===== src/dmsp_pkg.sv =====
// shared constants and types of the dual mode serial register port
`default_nettype none
package dmsp_pkg;
  // register map limits and the page pointer location
  localparam logic [6:0] DMSP_ADDR_MAX = 7'h7f;
  localparam logic [6:0] DMSP_PAGE_PTR_ADDR = 7'h64;
  localparam logic [3:0] DMSP_PAGE_RST = 4'h0;
  localparam int DMSP_PAGE_W = 4;
  localparam int DMSP_ADDR_W = 7;
  localparam int DMSP_DATA_W = 8;
  // bit counter values
  localparam logic [3:0] DMSP_CNT_RST = 4'h0;
  localparam logic [3:0] DMSP_SPI_LAST = 4'h7;
  localparam logic [3:0] DMSP_I2C_BYTE = 4'h8;
  // value returned for reads past the top address
  localparam logic [7:0] DMSP_IDLE_BYTE = 8'hff;
  // pin vector positions after the synchroniser
  localparam int DMSP_P_SDA = 0;
  localparam int DMSP_P_SCK = 1;
  localparam int DMSP_P_CS = 2;
  localparam int DMSP_P_EN = 3;
  localparam int DMSP_PINS = 4;
  localparam logic [3:0] DMSP_PIN_RST = 4'hf;
  // reset low time and its count at the core clock
  localparam int DMSP_CLK_MHZ = 200;
  localparam int DMSP_RST_MIN_NS = 300;
  localparam int DMSP_RST_MIN_CYC =
    (DMSP_RST_MIN_NS * DMSP_CLK_MHZ + 999) / 1000;
  // i2c slave states
  typedef enum logic [3:0] {
    DMSP_I_IDLE, DMSP_I_DEV, DMSP_I_DEV_ACK, DMSP_I_REG,
    DMSP_I_REG_ACK, DMSP_I_WR, DMSP_I_WR_ACK, DMSP_I_RD,
    DMSP_I_RD_ACK, DMSP_I_SKIP
  } dmsp_i2c_e;
endpackage
`default_nettype wire


===== src/dmsp_port.sv =====
// spi or i2c slave giving a host access to the register map
`default_nettype none
// What this block does
// - strap high i2c, strap low spi
// - sck level at select picks bit order
// - spi frame: 7-bit address, 8-bit bytes
// - chip select high resets spi logic
// - first address bit: 1 read, 0 write
// - spi burst increments address per byte
// - half duplex: ignore other direction
// - i2c slave, 7-bit address, both rates
// - i2c bytes msb first, each acknowledged
// - i2c write: device, register, data bytes
// - i2c read: set address, then read
// - slave address: fixed six bits plus pin
// - i2c burst uses incremented addresses
// - stop at top address, never wrap
// - reset brings all defaults
// - read strobe lets map clear sticky bits
// - multi-byte order kept by register map
// - page pointer selects page, resets zero
module dmsp_port
  import dmsp_pkg::*;
#(
  parameter logic [5:0] I2C_FIXED_ADDR = 6'h2a // arbitrary value
) (
  // clock and reset
  input wire logic clk,
  input wire logic rst,
  // serial pins
  input wire logic i2c_en,
  input wire logic chip_select_addr_pin,
  input wire logic sck_scl,
  input wire logic si_sda_in,
  output logic sda_out,
  output logic sda_oe_n,
  output logic so_out,
  output logic so_oe_n,
  // register map side
  output logic [dmsp_pkg::DMSP_PAGE_W+dmsp_pkg::DMSP_ADDR_W-1:0] reg_addr,
  output logic [dmsp_pkg::DMSP_DATA_W-1:0] reg_wdata,
  output logic reg_wr,
  output logic reg_rd,
  input wire logic [dmsp_pkg::DMSP_DATA_W-1:0] reg_rd_data,
  // mode seen by the port
  output logic i2c_mode
);
  import dmsp_pkg::*;

  logic [DMSP_PINS-1:0] f, f_d, next_f_d;
  logic lsb, rw, ph, fresh, pend, over;
  logic [3:0] cnt;
  logic [7:0] sh, tx;
  logic [6:0] addr;
  logic [3:0] page;
  dmsp_i2c_e st;
  logic next_mode, next_lsb, next_rw, next_ph, next_fresh, next_pend;
  logic next_over, next_reg_wr, next_reg_rd;
  logic next_so, next_so_oe_n, next_sda_oe_n;
  logic [3:0] next_cnt, next_page;
  logic [7:0] next_sh, next_tx, next_wdata;
  logic [6:0] next_addr;
  logic [10:0] next_reg_addr;
  dmsp_i2c_e next_st;
  logic sda_f, sck_f, cs_f, en_f;
  logic rise, fall, cs_fell, start, stop, dev_hit;

  // shift one bit in, order chosen by the host at select
  function automatic logic [7:0] shin(input logic [7:0] s,
                                      input logic b, input logic l);
    shin = l ? {b, s[7:1]} : {s[6:0], b};
  endfunction

  // shift the outgoing byte one place
  function automatic logic [7:0] shout(input logic [7:0] s,
                                       input logic l);
    shout = l ? {1'b0, s[7:1]} : {s[6:0], 1'b0};
  endfunction

  // bit that is on the wire next
  function automatic logic pick(input logic [7:0] s, input logic l);
    pick = l ? s[0] : s[7];
  endfunction

  // pins pass three flops and the filter flop before anything looks at them
  dmsp_sync3 #(.W(DMSP_PINS), .INIT(DMSP_PIN_RST)) u_sync (
    .clk(clk),
    .rst(rst),
    .din({i2c_en, chip_select_addr_pin, sck_scl, si_sda_in}),
    .dout(f)
  );

  // filtered levels and their edges
  assign sda_f = f[DMSP_P_SDA];
  assign sck_f = f[DMSP_P_SCK];
  assign cs_f = f[DMSP_P_CS];
  assign en_f = f[DMSP_P_EN];
  assign rise = sck_f & ~f_d[DMSP_P_SCK];
  assign fall = ~sck_f & f_d[DMSP_P_SCK];
  assign cs_fell = ~cs_f & f_d[DMSP_P_CS];
  assign start = sck_f & f_d[DMSP_P_SCK] & f_d[DMSP_P_SDA] & ~sda_f;
  assign stop = sck_f & f_d[DMSP_P_SCK] & ~f_d[DMSP_P_SDA] & sda_f;
  assign dev_hit = (sh[7:1] == {I2C_FIXED_ADDR, cs_f});

  // next state of the whole port, both modes
  always_comb begin
    logic rd_go, wr_go, inc_go, drv_go, dbit;
    logic [7:0] nsh, ntx;
    rd_go = 1'b0;
    wr_go = 1'b0;
    inc_go = 1'b0;
    drv_go = 1'b0;
    dbit = 1'b1;
    nsh = shin(sh, sda_f, lsb);
    ntx = shout(tx, lsb);
    next_f_d = f;
    next_mode = en_f;
    next_lsb = lsb;
    next_rw = rw;
    next_ph = ph;
    next_fresh = fresh;
    next_pend = 1'b0;
    next_over = over;
    next_cnt = cnt;
    next_sh = sh;
    next_tx = pend ? reg_rd_data : tx;
    next_addr = addr;
    next_page = page;
    next_st = st;
    next_reg_wr = 1'b0;
    next_reg_rd = 1'b0;
    next_reg_addr = reg_addr;
    next_wdata = reg_wdata;
    next_so = so_out;
    next_so_oe_n = so_oe_n;
    next_sda_oe_n = sda_oe_n;
    if (!i2c_mode) begin
      next_st = DMSP_I_IDLE;
      next_sda_oe_n = 1'b1;
      if (cs_f) begin
        // partial frames are dropped while deselected
        next_cnt = DMSP_CNT_RST;
        next_ph = 1'b0;
        next_over = 1'b0;
        next_so_oe_n = 1'b1;
      end else begin
        if (cs_fell) begin
          next_lsb = sck_f;
        end
        if (rise) begin
          next_sh = nsh;
          next_cnt = cnt + 4'h1;
          if (!ph && cnt == DMSP_CNT_RST) begin
            next_rw = sda_f;
          end
          if (cnt == DMSP_SPI_LAST) begin
            next_cnt = DMSP_CNT_RST;
            if (!ph) begin
              next_ph = 1'b1;
              next_addr = lsb ? nsh[7:1] : nsh[6:0];
              rd_go = rw;
            end else if (rw) begin
              inc_go = 1'b1;
              rd_go = 1'b1;
            end else begin
              wr_go = 1'b1;
              inc_go = 1'b1;
            end
          end
        end
        // so stays released unless a read byte is going out
        if (fall && ph && rw) begin
          drv_go = 1'b1;
        end
      end
    end else begin
      next_so_oe_n = 1'b1;
      next_lsb = 1'b0;
      if (start) begin
        next_st = DMSP_I_DEV;
        next_cnt = DMSP_CNT_RST;
        next_sda_oe_n = 1'b1;
      end else if (stop) begin
        next_st = DMSP_I_IDLE;
        next_sda_oe_n = 1'b1;
      end else begin
        case (st)
          DMSP_I_DEV, DMSP_I_REG, DMSP_I_WR: begin
            if (rise) begin
              next_sh = shin(sh, sda_f, 1'b0);
              next_cnt = cnt + 4'h1;
            end
            if (fall && cnt == DMSP_I2C_BYTE) begin
              next_cnt = DMSP_CNT_RST;
              next_sda_oe_n = 1'b0;
              if (st == DMSP_I_DEV) begin
                if (dev_hit) begin
                  next_rw = sh[0];
                  rd_go = sh[0];
                  next_st = DMSP_I_DEV_ACK;
                end else begin
                  next_sda_oe_n = 1'b1;
                  next_st = DMSP_I_SKIP;
                end
              end else if (st == DMSP_I_REG) begin
                next_addr = sh[6:0];
                next_over = 1'b0;
                next_st = DMSP_I_REG_ACK;
              end else begin
                wr_go = 1'b1;
                inc_go = 1'b1;
                next_st = DMSP_I_WR_ACK;
              end
            end
          end
          DMSP_I_DEV_ACK: begin
            if (fall) begin
              next_cnt = DMSP_CNT_RST;
              next_sda_oe_n = 1'b1;
              next_st = rw ? DMSP_I_RD : DMSP_I_REG;
              drv_go = rw;
            end
          end
          DMSP_I_REG_ACK, DMSP_I_WR_ACK: begin
            if (fall) begin
              next_cnt = DMSP_CNT_RST;
              next_sda_oe_n = 1'b1;
              next_st = DMSP_I_WR;
            end
          end
          DMSP_I_RD: begin
            if (rise) begin
              next_cnt = cnt + 4'h1;
            end
            if (fall) begin
              if (cnt == DMSP_I2C_BYTE) begin
                next_sda_oe_n = 1'b1;
                next_st = DMSP_I_RD_ACK;
              end else begin
                drv_go = 1'b1;
              end
            end
          end
          DMSP_I_RD_ACK: begin
            if (rise) begin
              if (sda_f) begin
                next_st = DMSP_I_SKIP;
              end else begin
                inc_go = 1'b1;
                rd_go = 1'b1;
              end
            end
            if (fall) begin
              next_cnt = DMSP_CNT_RST;
              next_st = DMSP_I_RD;
              drv_go = 1'b1;
            end
          end
          DMSP_I_IDLE, DMSP_I_SKIP: begin
            next_sda_oe_n = 1'b1;
          end
          default: begin
            next_st = DMSP_I_IDLE;
          end
        endcase
      end
    end
    // write at the current address before any increment
    if (wr_go && !next_over) begin
      next_reg_wr = 1'b1;
      next_wdata = next_sh;
      next_reg_addr = {page, next_addr};
      if (next_addr == DMSP_PAGE_PTR_ADDR) begin
        next_page = next_sh[3:0];
      end
    end
    // saturate at the top address instead of wrapping
    if (inc_go && !next_over) begin
      if (next_addr == DMSP_ADDR_MAX) begin
        next_over = 1'b1;
      end else begin
        next_addr = next_addr + 7'h01;
      end
    end
    // read strobe doubles as the sticky clear request
    if (rd_go) begin
      next_fresh = 1'b1;
      if (!next_over) begin
        next_reg_rd = 1'b1;
        next_reg_addr = {page, next_addr};
        next_pend = 1'b1;
      end else begin
        next_tx = DMSP_IDLE_BYTE;
      end
    end
    // first bit of a byte goes out unshifted
    if (drv_go) begin
      if (fresh) begin
        dbit = pick(tx, lsb);
        next_fresh = 1'b0;
      end else begin
        next_tx = ntx;
        dbit = pick(ntx, lsb);
      end
      if (i2c_mode) begin
        next_sda_oe_n = dbit;
      end else begin
        next_so = dbit;
        next_so_oe_n = 1'b0;
      end
    end
  end

  // all state registered; outputs come straight from here
  always_ff @(posedge clk or posedge rst) begin
    if (rst) begin
      f_d <= DMSP_PIN_RST;
      i2c_mode <= 1'b1;
      lsb <= 1'b0;
      rw <= 1'b0;
      ph <= 1'b0;
      fresh <= 1'b0;
      pend <= 1'b0;
      over <= 1'b0;
      cnt <= DMSP_CNT_RST;
      sh <= 8'h00;
      tx <= 8'h00;
      addr <= 7'h00;
      page <= DMSP_PAGE_RST;
      st <= DMSP_I_IDLE;
      reg_wr <= 1'b0;
      reg_rd <= 1'b0;
      reg_addr <= 11'h000;
      reg_wdata <= 8'h00;
      so_out <= 1'b0;
      so_oe_n <= 1'b1;
      sda_out <= 1'b0;
      sda_oe_n <= 1'b1;
    end else begin
      f_d <= next_f_d;
      i2c_mode <= next_mode;
      lsb <= next_lsb;
      rw <= next_rw;
      ph <= next_ph;
      fresh <= next_fresh;
      pend <= next_pend;
      over <= next_over;
      cnt <= next_cnt;
      sh <= next_sh;
      tx <= next_tx;
      addr <= next_addr;
      page <= next_page;
      st <= next_st;
      reg_wr <= next_reg_wr;
      reg_rd <= next_reg_rd;
      reg_addr <= next_reg_addr;
      reg_wdata <= next_wdata;
      so_out <= next_so;
      so_oe_n <= next_so_oe_n;
      sda_out <= 1'b0;
      sda_oe_n <= next_sda_oe_n;
    end
  end
endmodule
`default_nettype wire


===== src/dmsp_sync3.sv =====
// three flop pin synchroniser with agreement filter
`default_nettype none
module dmsp_sync3 #(
  parameter int W = 4,
  parameter logic [W-1:0] INIT = '1
) (
  // clock and reset
  input wire logic clk,
  input wire logic rst,
  // raw pins in, filtered levels out
  input wire logic [W-1:0] din,
  output logic [W-1:0] dout
);
  logic [W-1:0] s1, s2, s3;
  logic [W-1:0] next_dout;

  // a bit changes only once stages two and three agree
  always_comb begin
    next_dout = (s2 & s3) | (dout & (s2 ^ s3));
  end

  // s1 feeds s2 only, never the filter
  always_ff @(posedge clk or posedge rst) begin
    if (rst) begin
      s1 <= INIT;
      s2 <= INIT;
      s3 <= INIT;
      dout <= INIT;
    end else begin
      s1 <= din;
      s2 <= s1;
      s3 <= s2;
      dout <= next_dout;
    end
  end
endmodule
`default_nettype wire


===== config.mk =====
export PLATFORM = sky130hd
export DESIGN_NAME = dmsp_port
export DESIGN_NICKNAME = d
export VERILOG_FILES = /design/src/dmsp_pkg.sv /design/src/dmsp_port.sv /design/src/dmsp_sync3.sv
export SDC_FILE = /design/constraint.sdc
export NUM_CORES = 1
export LEC_CHECK = 0
export BUFFER_PORTS_ARGS = -buffer_cell sky130_fd_sc_hd__buf_4
export CELL_PAD_IN_SITES_DETAIL_PLACEMENT = 1
export CELL_PAD_IN_SITES_GLOBAL_PLACEMENT = 1
export CORE_ASPECT_RATIO = 2
export CORE_MARGIN = 2
export CORE_UTILIZATION = 42
export DETAILED_ROUTE_END_ITERATION = 16
export PLACE_DENSITY_LB_ADDON = 0.1
export SLEW_MARGIN = 10
export SYNTH_ARGS = -nofsm -noshare
export SYNTH_HDL_FRONTEND = slang
export SYNTH_SLANG_ARGS = --single-unit

===== constraint.sdc =====
create_clock -name clk -period 3.2 [get_ports clk]
set_clock_uncertainty 0.15 [all_clocks]
set_input_delay 0.64 -clock clk [delete_from_list [all_inputs] [get_ports clk]]
set_output_delay 0.64 -clock clk [all_outputs]
set_load 0.005 [all_outputs]

Word-level counts from Yosys, hierarchy flattened
Cells that the tools add are included.
{"block": "totals", "regBits": 84, "latch_bits": 0, "in_bits": 14, "memories": 0, "rom_bits": 0, "out_inout_bits": 26, "ramBits": 0}
{"block": "op_classes", "n_shift": 0, "add_sub_neg": 2, "bitwise": 18, "div_mod_pow": 0, "magnitude_cmp": 0, "mul": 0, "n_eq_ne": 32, "muxes": 152, "reduce_logical": 28}
{"op": "8-bit 2-to-1 mux", "count": 14}
{"op": "7-bit 2-to-1 mux", "count": 14}
{"op": "1-bit 2-to-1 mux", "count": 91}
{"op": "4-bit 2-to-1 mux", "count": 22}
{"op": "11-bit 2-to-1 mux", "count": 3}
{"op": "5-bit != test, second input constant", "count": 5}
{"op": "4-bit case mux with 6 select lines", "count": 1}
{"op": "4-bit by 3-bit equality test with 1-bit output, second input constant", "count": 5}
{"op": "7-bit equality test, second input constant", "count": 2}
{"op": "4-bit equality test, second input constant", "count": 3}
{"op": "4-bit case mux with 3 select lines", "count": 1}
{"op": "2-bit nonzero test", "count": 5}
{"op": "9-bit AND reduction", "count": 1}
{"op": "1-bit AND", "count": 8}
{"op": "4-bit AND", "count": 2}
{"op": "4-bit by 2-bit equality test with 1-bit output, second input constant", "count": 2}
{"op": "4-bit zero test", "count": 2}
{"op": "2-bit by 1-bit != test with 1-bit output, second input constant", "count": 4}
{"op": "8-bit AND reduction", "count": 1}
{"op": "7-bit by 1-bit adder with 7-bit output, second input constant", "count": 1}
{"op": "7-bit equality test", "count": 1}
{"op": "1-bit logical AND", "count": 6}
{"op": "2-bit != test, second input constant", "count": 3}
{"op": "6-bit by 5-bit != test with 1-bit output, second input constant", "count": 1}
{"op": "23 further kinds", "count": 34}

Logic depth before layout (Yosys ltp)
{"block": "logic_depth", "ltp_word": 15, "mapped_depth": 14}

Cells and area by module
Synthesis repeated with hierarchy kept, for this count alone.
{"block": "unflattened", "cells_unflattened": 478, "area_unflattened_um2": 4700.8}
{"mod": "dmsp_port", "seq_area_each_um2": 1709.1, "area_each_um2": 4196.5, "n_inst": 1, "cells_per_inst": 453}
{"mod": "dmsp_sync3", "seq_area_each_um2": 420.4, "area_each_um2": 504.2, "n_inst": 1, "cells_per_inst": 25}

Worst setup path before layout
No wires, ideal clock.
{"block": "synth_timing", "path_kind": "register -> register", "startpoint": "register cnt[0]", "endpoint": "register reg_addr[10] (netlist name)", "period_less_slack_ps": 3214, "path_slack_ps": -14, "arrival_time_ps": 2939, "setup_time_ps": 125, "path_stages_with_launch": 14, "required_time_ps": 2925, "path_cell_list": "dfrtp_1 inv_1 ha_1 and4b_4 and3_4 buf_6 o2bb2ai_1 or2_2 clkbuf_1 ha_1 nand3_1 o41ai_4 nand2_4 mux2_4"}
{"block": "synth_via", "elab_chain_cells": 12, "elab_cells_between_ends": 48}
{"element": "from (decl)", "line_no": "dmsp_port.sv:52", "text": "logic [3:0] cnt;"}
{"element": "from (signal assigned)", "line_no": "dmsp_port.sv:348", "text": "cnt <= next_cnt;"}
{"element": "4-bit equality test", "line_no": "dmsp_port.sv:193", "text": "if (fall && cnt == DMSP_I2C_BYTE) begin"}
{"element": "1-bit logical AND", "line_no": "dmsp_port.sv:193"}
{"element": "7-bit 2-to-1 mux or 1-bit 2-to-1 mux (tied branches)", "line_no": "dmsp_port.sv:193"}
{"element": "7-bit 2-to-1 mux or 1-bit 2-to-1 mux (tied branches)", "line_no": "dmsp_port.sv:187", "text": "case (st)"}
{"element": "7-bit 2-to-1 mux or 1-bit 2-to-1 mux (tied branches)", "line_no": "dmsp_port.sv:183", "text": "end else if (stop) begin"}
{"element": "7-bit 2-to-1 mux or 1-bit 2-to-1 mux (tied branches)", "line_no": "dmsp_port.sv:179", "text": "if (start) begin"}
{"element": "7-bit 2-to-1 mux or 1-bit 2-to-1 mux (tied branches)", "line_no": "dmsp_port.sv:137", "text": "if (!i2c_mode) begin"}
{"element": "7-bit equality test or 1-bit zero test (tied branches)", "line_no": "dmsp_port.sv:279, dmsp_port.sv:269, dmsp_port.sv:278"}
{"element": "1-bit 2-to-1 mux, or another cell as far along", "line_no": "dmsp_port.sv:279", "text": "if (next_addr == DMSP_ADDR_MAX) begin"}
{"element": "1-bit 2-to-1 mux or 11-bit 2-to-1 mux (tied branches)", "line_no": "dmsp_port.sv:278, dmsp_port.sv:269"}
{"element": "11-bit 2-to-1 mux", "line_no": "dmsp_port.sv:288", "text": "if (!next_over) begin"}
{"element": "11-bit 2-to-1 mux *", "line_no": "dmsp_port.sv:286", "text": "if (rd_go) begin"}
{"element": "via next_reg_addr[10]", "line_no": "dmsp_port.sv:63", "text": "logic [10:0] next_reg_addr;"}
{"element": "to (signal assigned)", "line_no": "dmsp_port.sv:356", "text": "reg_addr <= next_reg_addr;"}
{"element": "to (decl)", "line_no": "dmsp_port.sv:40", "text": "output logic [dmsp_pkg::DMSP_PAGE_W+dmsp_pkg::DMSP_ADDR_W-1:0] reg_addr,"}
The timed path passes the listed nets; every way through them passes the cells marked *.
A chain may end at the register's enable or synchronous reset.

Final worst setup path
{"block": "layout_timing", "startpoint": "register cnt[0]", "endpoint": "register page[1]"}
{"block": "layout_via", "elab_chain_cells": 10, "elab_cells_between_ends": 28}
{"element": "branches (longest 9 deep; another with 7-bit 2-to-1 mux)"}
{"element": "2-bit AND reduction (no line) *"}
{"element": "to (signal assigned)", "line_no": "dmsp_port.sv:352", "text": "page <= next_page;"}
{"element": "to (decl)", "line_no": "dmsp_port.sv:55", "text": "logic [3:0] page;"}
Every way passes the cells marked *.

==> results.sh <==
export IMPL_drtAntennaViolNets=0
export IMPL_synth_seq_area_share_pct=45.0
export IMPL_post_synth_cell_area_avg_sq_um=10.0
export IMPL_cp_depth=13
export IMPL_reg2reg_to="page[1]$_DFFE_PP0P_"
export IMPL_fin_crit_ps=3050
export IMPL_p_leak_nw=2.59
export IMPL_final_hold_viol_count=0
export IMPL_viasPerCell=5.88
export IMPL_drt_pass1_iterations=4
export IMPL_io_pin_count=40
export IMPL_power_density_nw_per_um2=509
export IMPL_drv_cap=0
export IMPL_die_h_um=154
export IMPL_die_w_um=79.1
export IMPL_peakVddDrop_v=0.000300
export IMPL_path_class="reg2reg"
export IMPL_maxSlewViolCount=0
export IMPL_hold_slack_ps=94.8
export IMPL_grt_max_degree=69
export IMPL_end_kind="flip-flop"
export IMPL_n_antenna_cell=0
export IMPL_crit_path_cell_trace="inv_1 > ha_2 > and4b_4 > nand3_1 > and3_1 > or2_2 > buf_4 > inv_1 > ha_1 > nand2_1 > nor3_2 > buf_4 > mux2_2"
export IMPL_critPathArrivalTime_ps=3130
export IMPL_cp_top_family="simple AND/OR/NAND/NOR gates"
export IMPL_fmax_mhz=328
export IMPL_syn_nets=494
export IMPL_rsz0062_at_grt="false"
export IMPL_final_setup_viol_count=0
export IMPL_numPortBuffers=38
export IMPL_dieArea_sq_um=12200
export IMPL_cts_htree_levels=3
export IMPL_synth_edf_count=0
export IMPL_fin_crit_sh_pct=95.4
export IMPL_critPathMaxFanout=6
export IMPL_critPathLaunchType="flip-flop"
export IMPL_clockRootBuffer="clkbuf_16"
export IMPL_crit_start="cnt[0]$_DFFE_PP0P_"
export IMPL_synth_area_leaders="dfrtp_1 (33%), dfstp_2 (12%), mux2i_1 (4.2%), a21oi_1 (3.7%), nor2_1 (3.0%)"
export IMPL_endpoint="page[1]$_DFFE_PP0P_"
export IMPL_clock_latency_ps=340
export IMPL_grt_usage_pct=23.8
export IMPL_crit_buf_inv=4
export IMPL_grt_pass1_wl_mm=22.5
export IMPL_r2r_start="cnt[0]$_DFFE_PP0P_"
export IMPL_drt_wl_total_mm=13.9
export IMPL_layout_common_cells="buf_4 (86), dfrtp_1 (61), nor2_1 (38)"
export IMPL_drtIter0Drc=97
export IMPL_syn_instance_count=472
export IMPL_cts_num_sinks=84
export IMPL_vias=4040
export IMPL_initial_core_util_pct=43.3
export IMPL_synth_warnings=0
export IMPL_wire_per_inst_um=20.2
export IMPL_synthArstFlopShare_pct=100
export IMPL_design_area_sq_um=5830
export IMPL_rr_worst_depth=13
export IMPL_slew_headroom_pct=58.0
export IMPL_std_cell_rows=54
export IMPL_status="completed"
export IMPL_drcViolationCount=0
export IMPL_required_ps=3280
export IMPL_area_growth_synth_to_final_pct=23.0
export IMPL_cts_clk_slew_worst_paths_ps=60
export IMPL_cpPeakStageDelay_ps=440
export IMPL_gp_congestion=0.870
export IMPL_synth_cell_types=83
export IMPL_coreArea_sq_um=10900
export IMPL_yosysTopAreaCellShare_pct=32.8
export IMPL_cts_buffers=9
export IMPL_ys_seq_elements=84
export IMPL_hold_buffers=0
export IMPL_final_nets=564
export IMPL_dp_hpwl_mm=10.2
export IMPL_grt_ovfl_total=0
export IMPL_clk_path_buf_depth=2
export IMPL_synth_top_area_cell="dfrtp_1"
export IMPL_final_fill_count=1232
export IMPL_crit_slowest_cell="dfrtp_2"
export IMPL_synth_flop_cell="dfrtp_1"
export IMPL_final_common_cell="buf_4"
export IMPL_layout_drive_gt1_share_pct=31.8
export IMPL_synth_area_sq_um=4740
export IMPL_worstMarginPinSlew_ps=623
export IMPL_hold_path_class="in2async"
export IMPL_grt_pass1_vias=4328
export IMPL_cts_tree="yes"
export IMPL_dpl_cell_area_sq_um=5400
export IMPL_rrSetupSlack_ps=150
export IMPL_antenna_found_initial=0
[worst register-to-register path, delay by kind of cell, from the launching register on]
| family | cells | cell delay (ps) |
|---|---|---|
| buffers and inverters | 4 | 480 |
| muxes | 1 | 320 |
| and+or+nand+nor | 6 | 1170 |
| adders and majority gates | 2 | 370 |
| DFF | 1 | 440 |
[state kept, by name, summed over array words and instances (netlist names), 7 cells and up]
signal     count
reg_wdata      8
sh             8
reg_addr      11
tx             8
addr           7
[metal layers]
layer  GRT usage (%)  up-vias  wire, um
met1            25.7     2042      5370
met3            3.03       34       264
met4            12.0        0       526
met5               0        -         0
li1                -     1894         -
met2            44.0       70      7740
[power by group]
part | switching [W] | leakage (nW) | internal, W
logic | 0.000276 | 1.38 | 0.000210
clock network | 0.000448 | 0.169 | 0.000707
registers | 0.000160 | 1.04 | 0.00116
[through the flow]
stage | TNS, ps | total power, W | setup slack (ps) | cells | util (%)
after floorplan | 0 | 0.00161 | 21.6 | 472 | -
after global placement | 0 | 0.00179 | 117 | 666 | 49.4
after detailed placement | -185 | 0.00181 | -51.8 | 666 | 49.4
after CTS | 0 | 0.00299 | 6.96 | 682 | 52.6
after global routing | 0 | 0.00310 | 2.27 | 687 | 53.2
final | 0 | 0.00296 | 147 | 687 | 53.2
[cell usage after synthesis (all sizes together) (4+ instances only)]
library cell and count:
a22oi 4, nand3b 4, and2 9, o22ai 4, and3b 4, mux2 16, o21ai 25, buf 15
a21oi 35, dfstp 22, a21o 6, nor2 38, a211oi 6, nor3b 4, o211ai 4, nor2b 4
o2bb2ai 5, nor4 4, nand3 12, and3 7, mux2i 20, dfrtp 62, clkbuf 13, inv 15
nor3 8, nand2b 9, a31oi 16, ha 8, nand2 32, a222oi 4
[worst min path at each step]
stage | slack, ps | from | end | depth (start not counted)
finish | 90 | rst | st[0]$_DFFE_PP0P_ | 2
global route | 110 | rst | st[0]$_DFFE_PP0P_ | 2
global placement | 200 | u_sync.s1[1]$_DFF_PP1_ | u_sync.s2[1]$_DFF_PP1_ | 0
CTS | 90 | rst | st[0]$_DFFE_PP0P_ | 2
floorplan | 200 | u_sync.s1[0]$_DFF_PP1_ | u_sync.s2[0]$_DFF_PP1_ | 0
detailed placement | 200 | u_sync.s1[2]$_DFF_PP1_ | u_sync.s2[2]$_DFF_PP1_ | 0
[layout make-up]
class | count | area [sq um] | share of cell area [%]
tap | 140 | 175 | 3.01
timing repair buffer | 87 | 666 | 11.4
inverter | 17 | 65.1 | 1.12
multi-input combinational | 343 | 2450 | 42.1
clock buffer | 11 | 275 | 4.72
clock inverter | 5 | 61.3 | 1.05
sequential | 84 | 2130 | 36.6
[kinds of logic after synthesis]
family,synth area share [%]
simple gates,17.2
fa+ha+maj,2.11
buf+inv,4.36
xor+xnor,0.555
mux,8.82
other cells,0.0792
flops,45.0
compound gates,21.9
[repair_timing]
action / in CTS / in global routing
resized for setup: 2 / 8
pin swaps: 0 / 2
setup buffers: 0 / 5
gates cloned: 0 / 0
setup endpoints to repair: 8 / 24
Note: power is estimated with default switching activity, not from simulation.
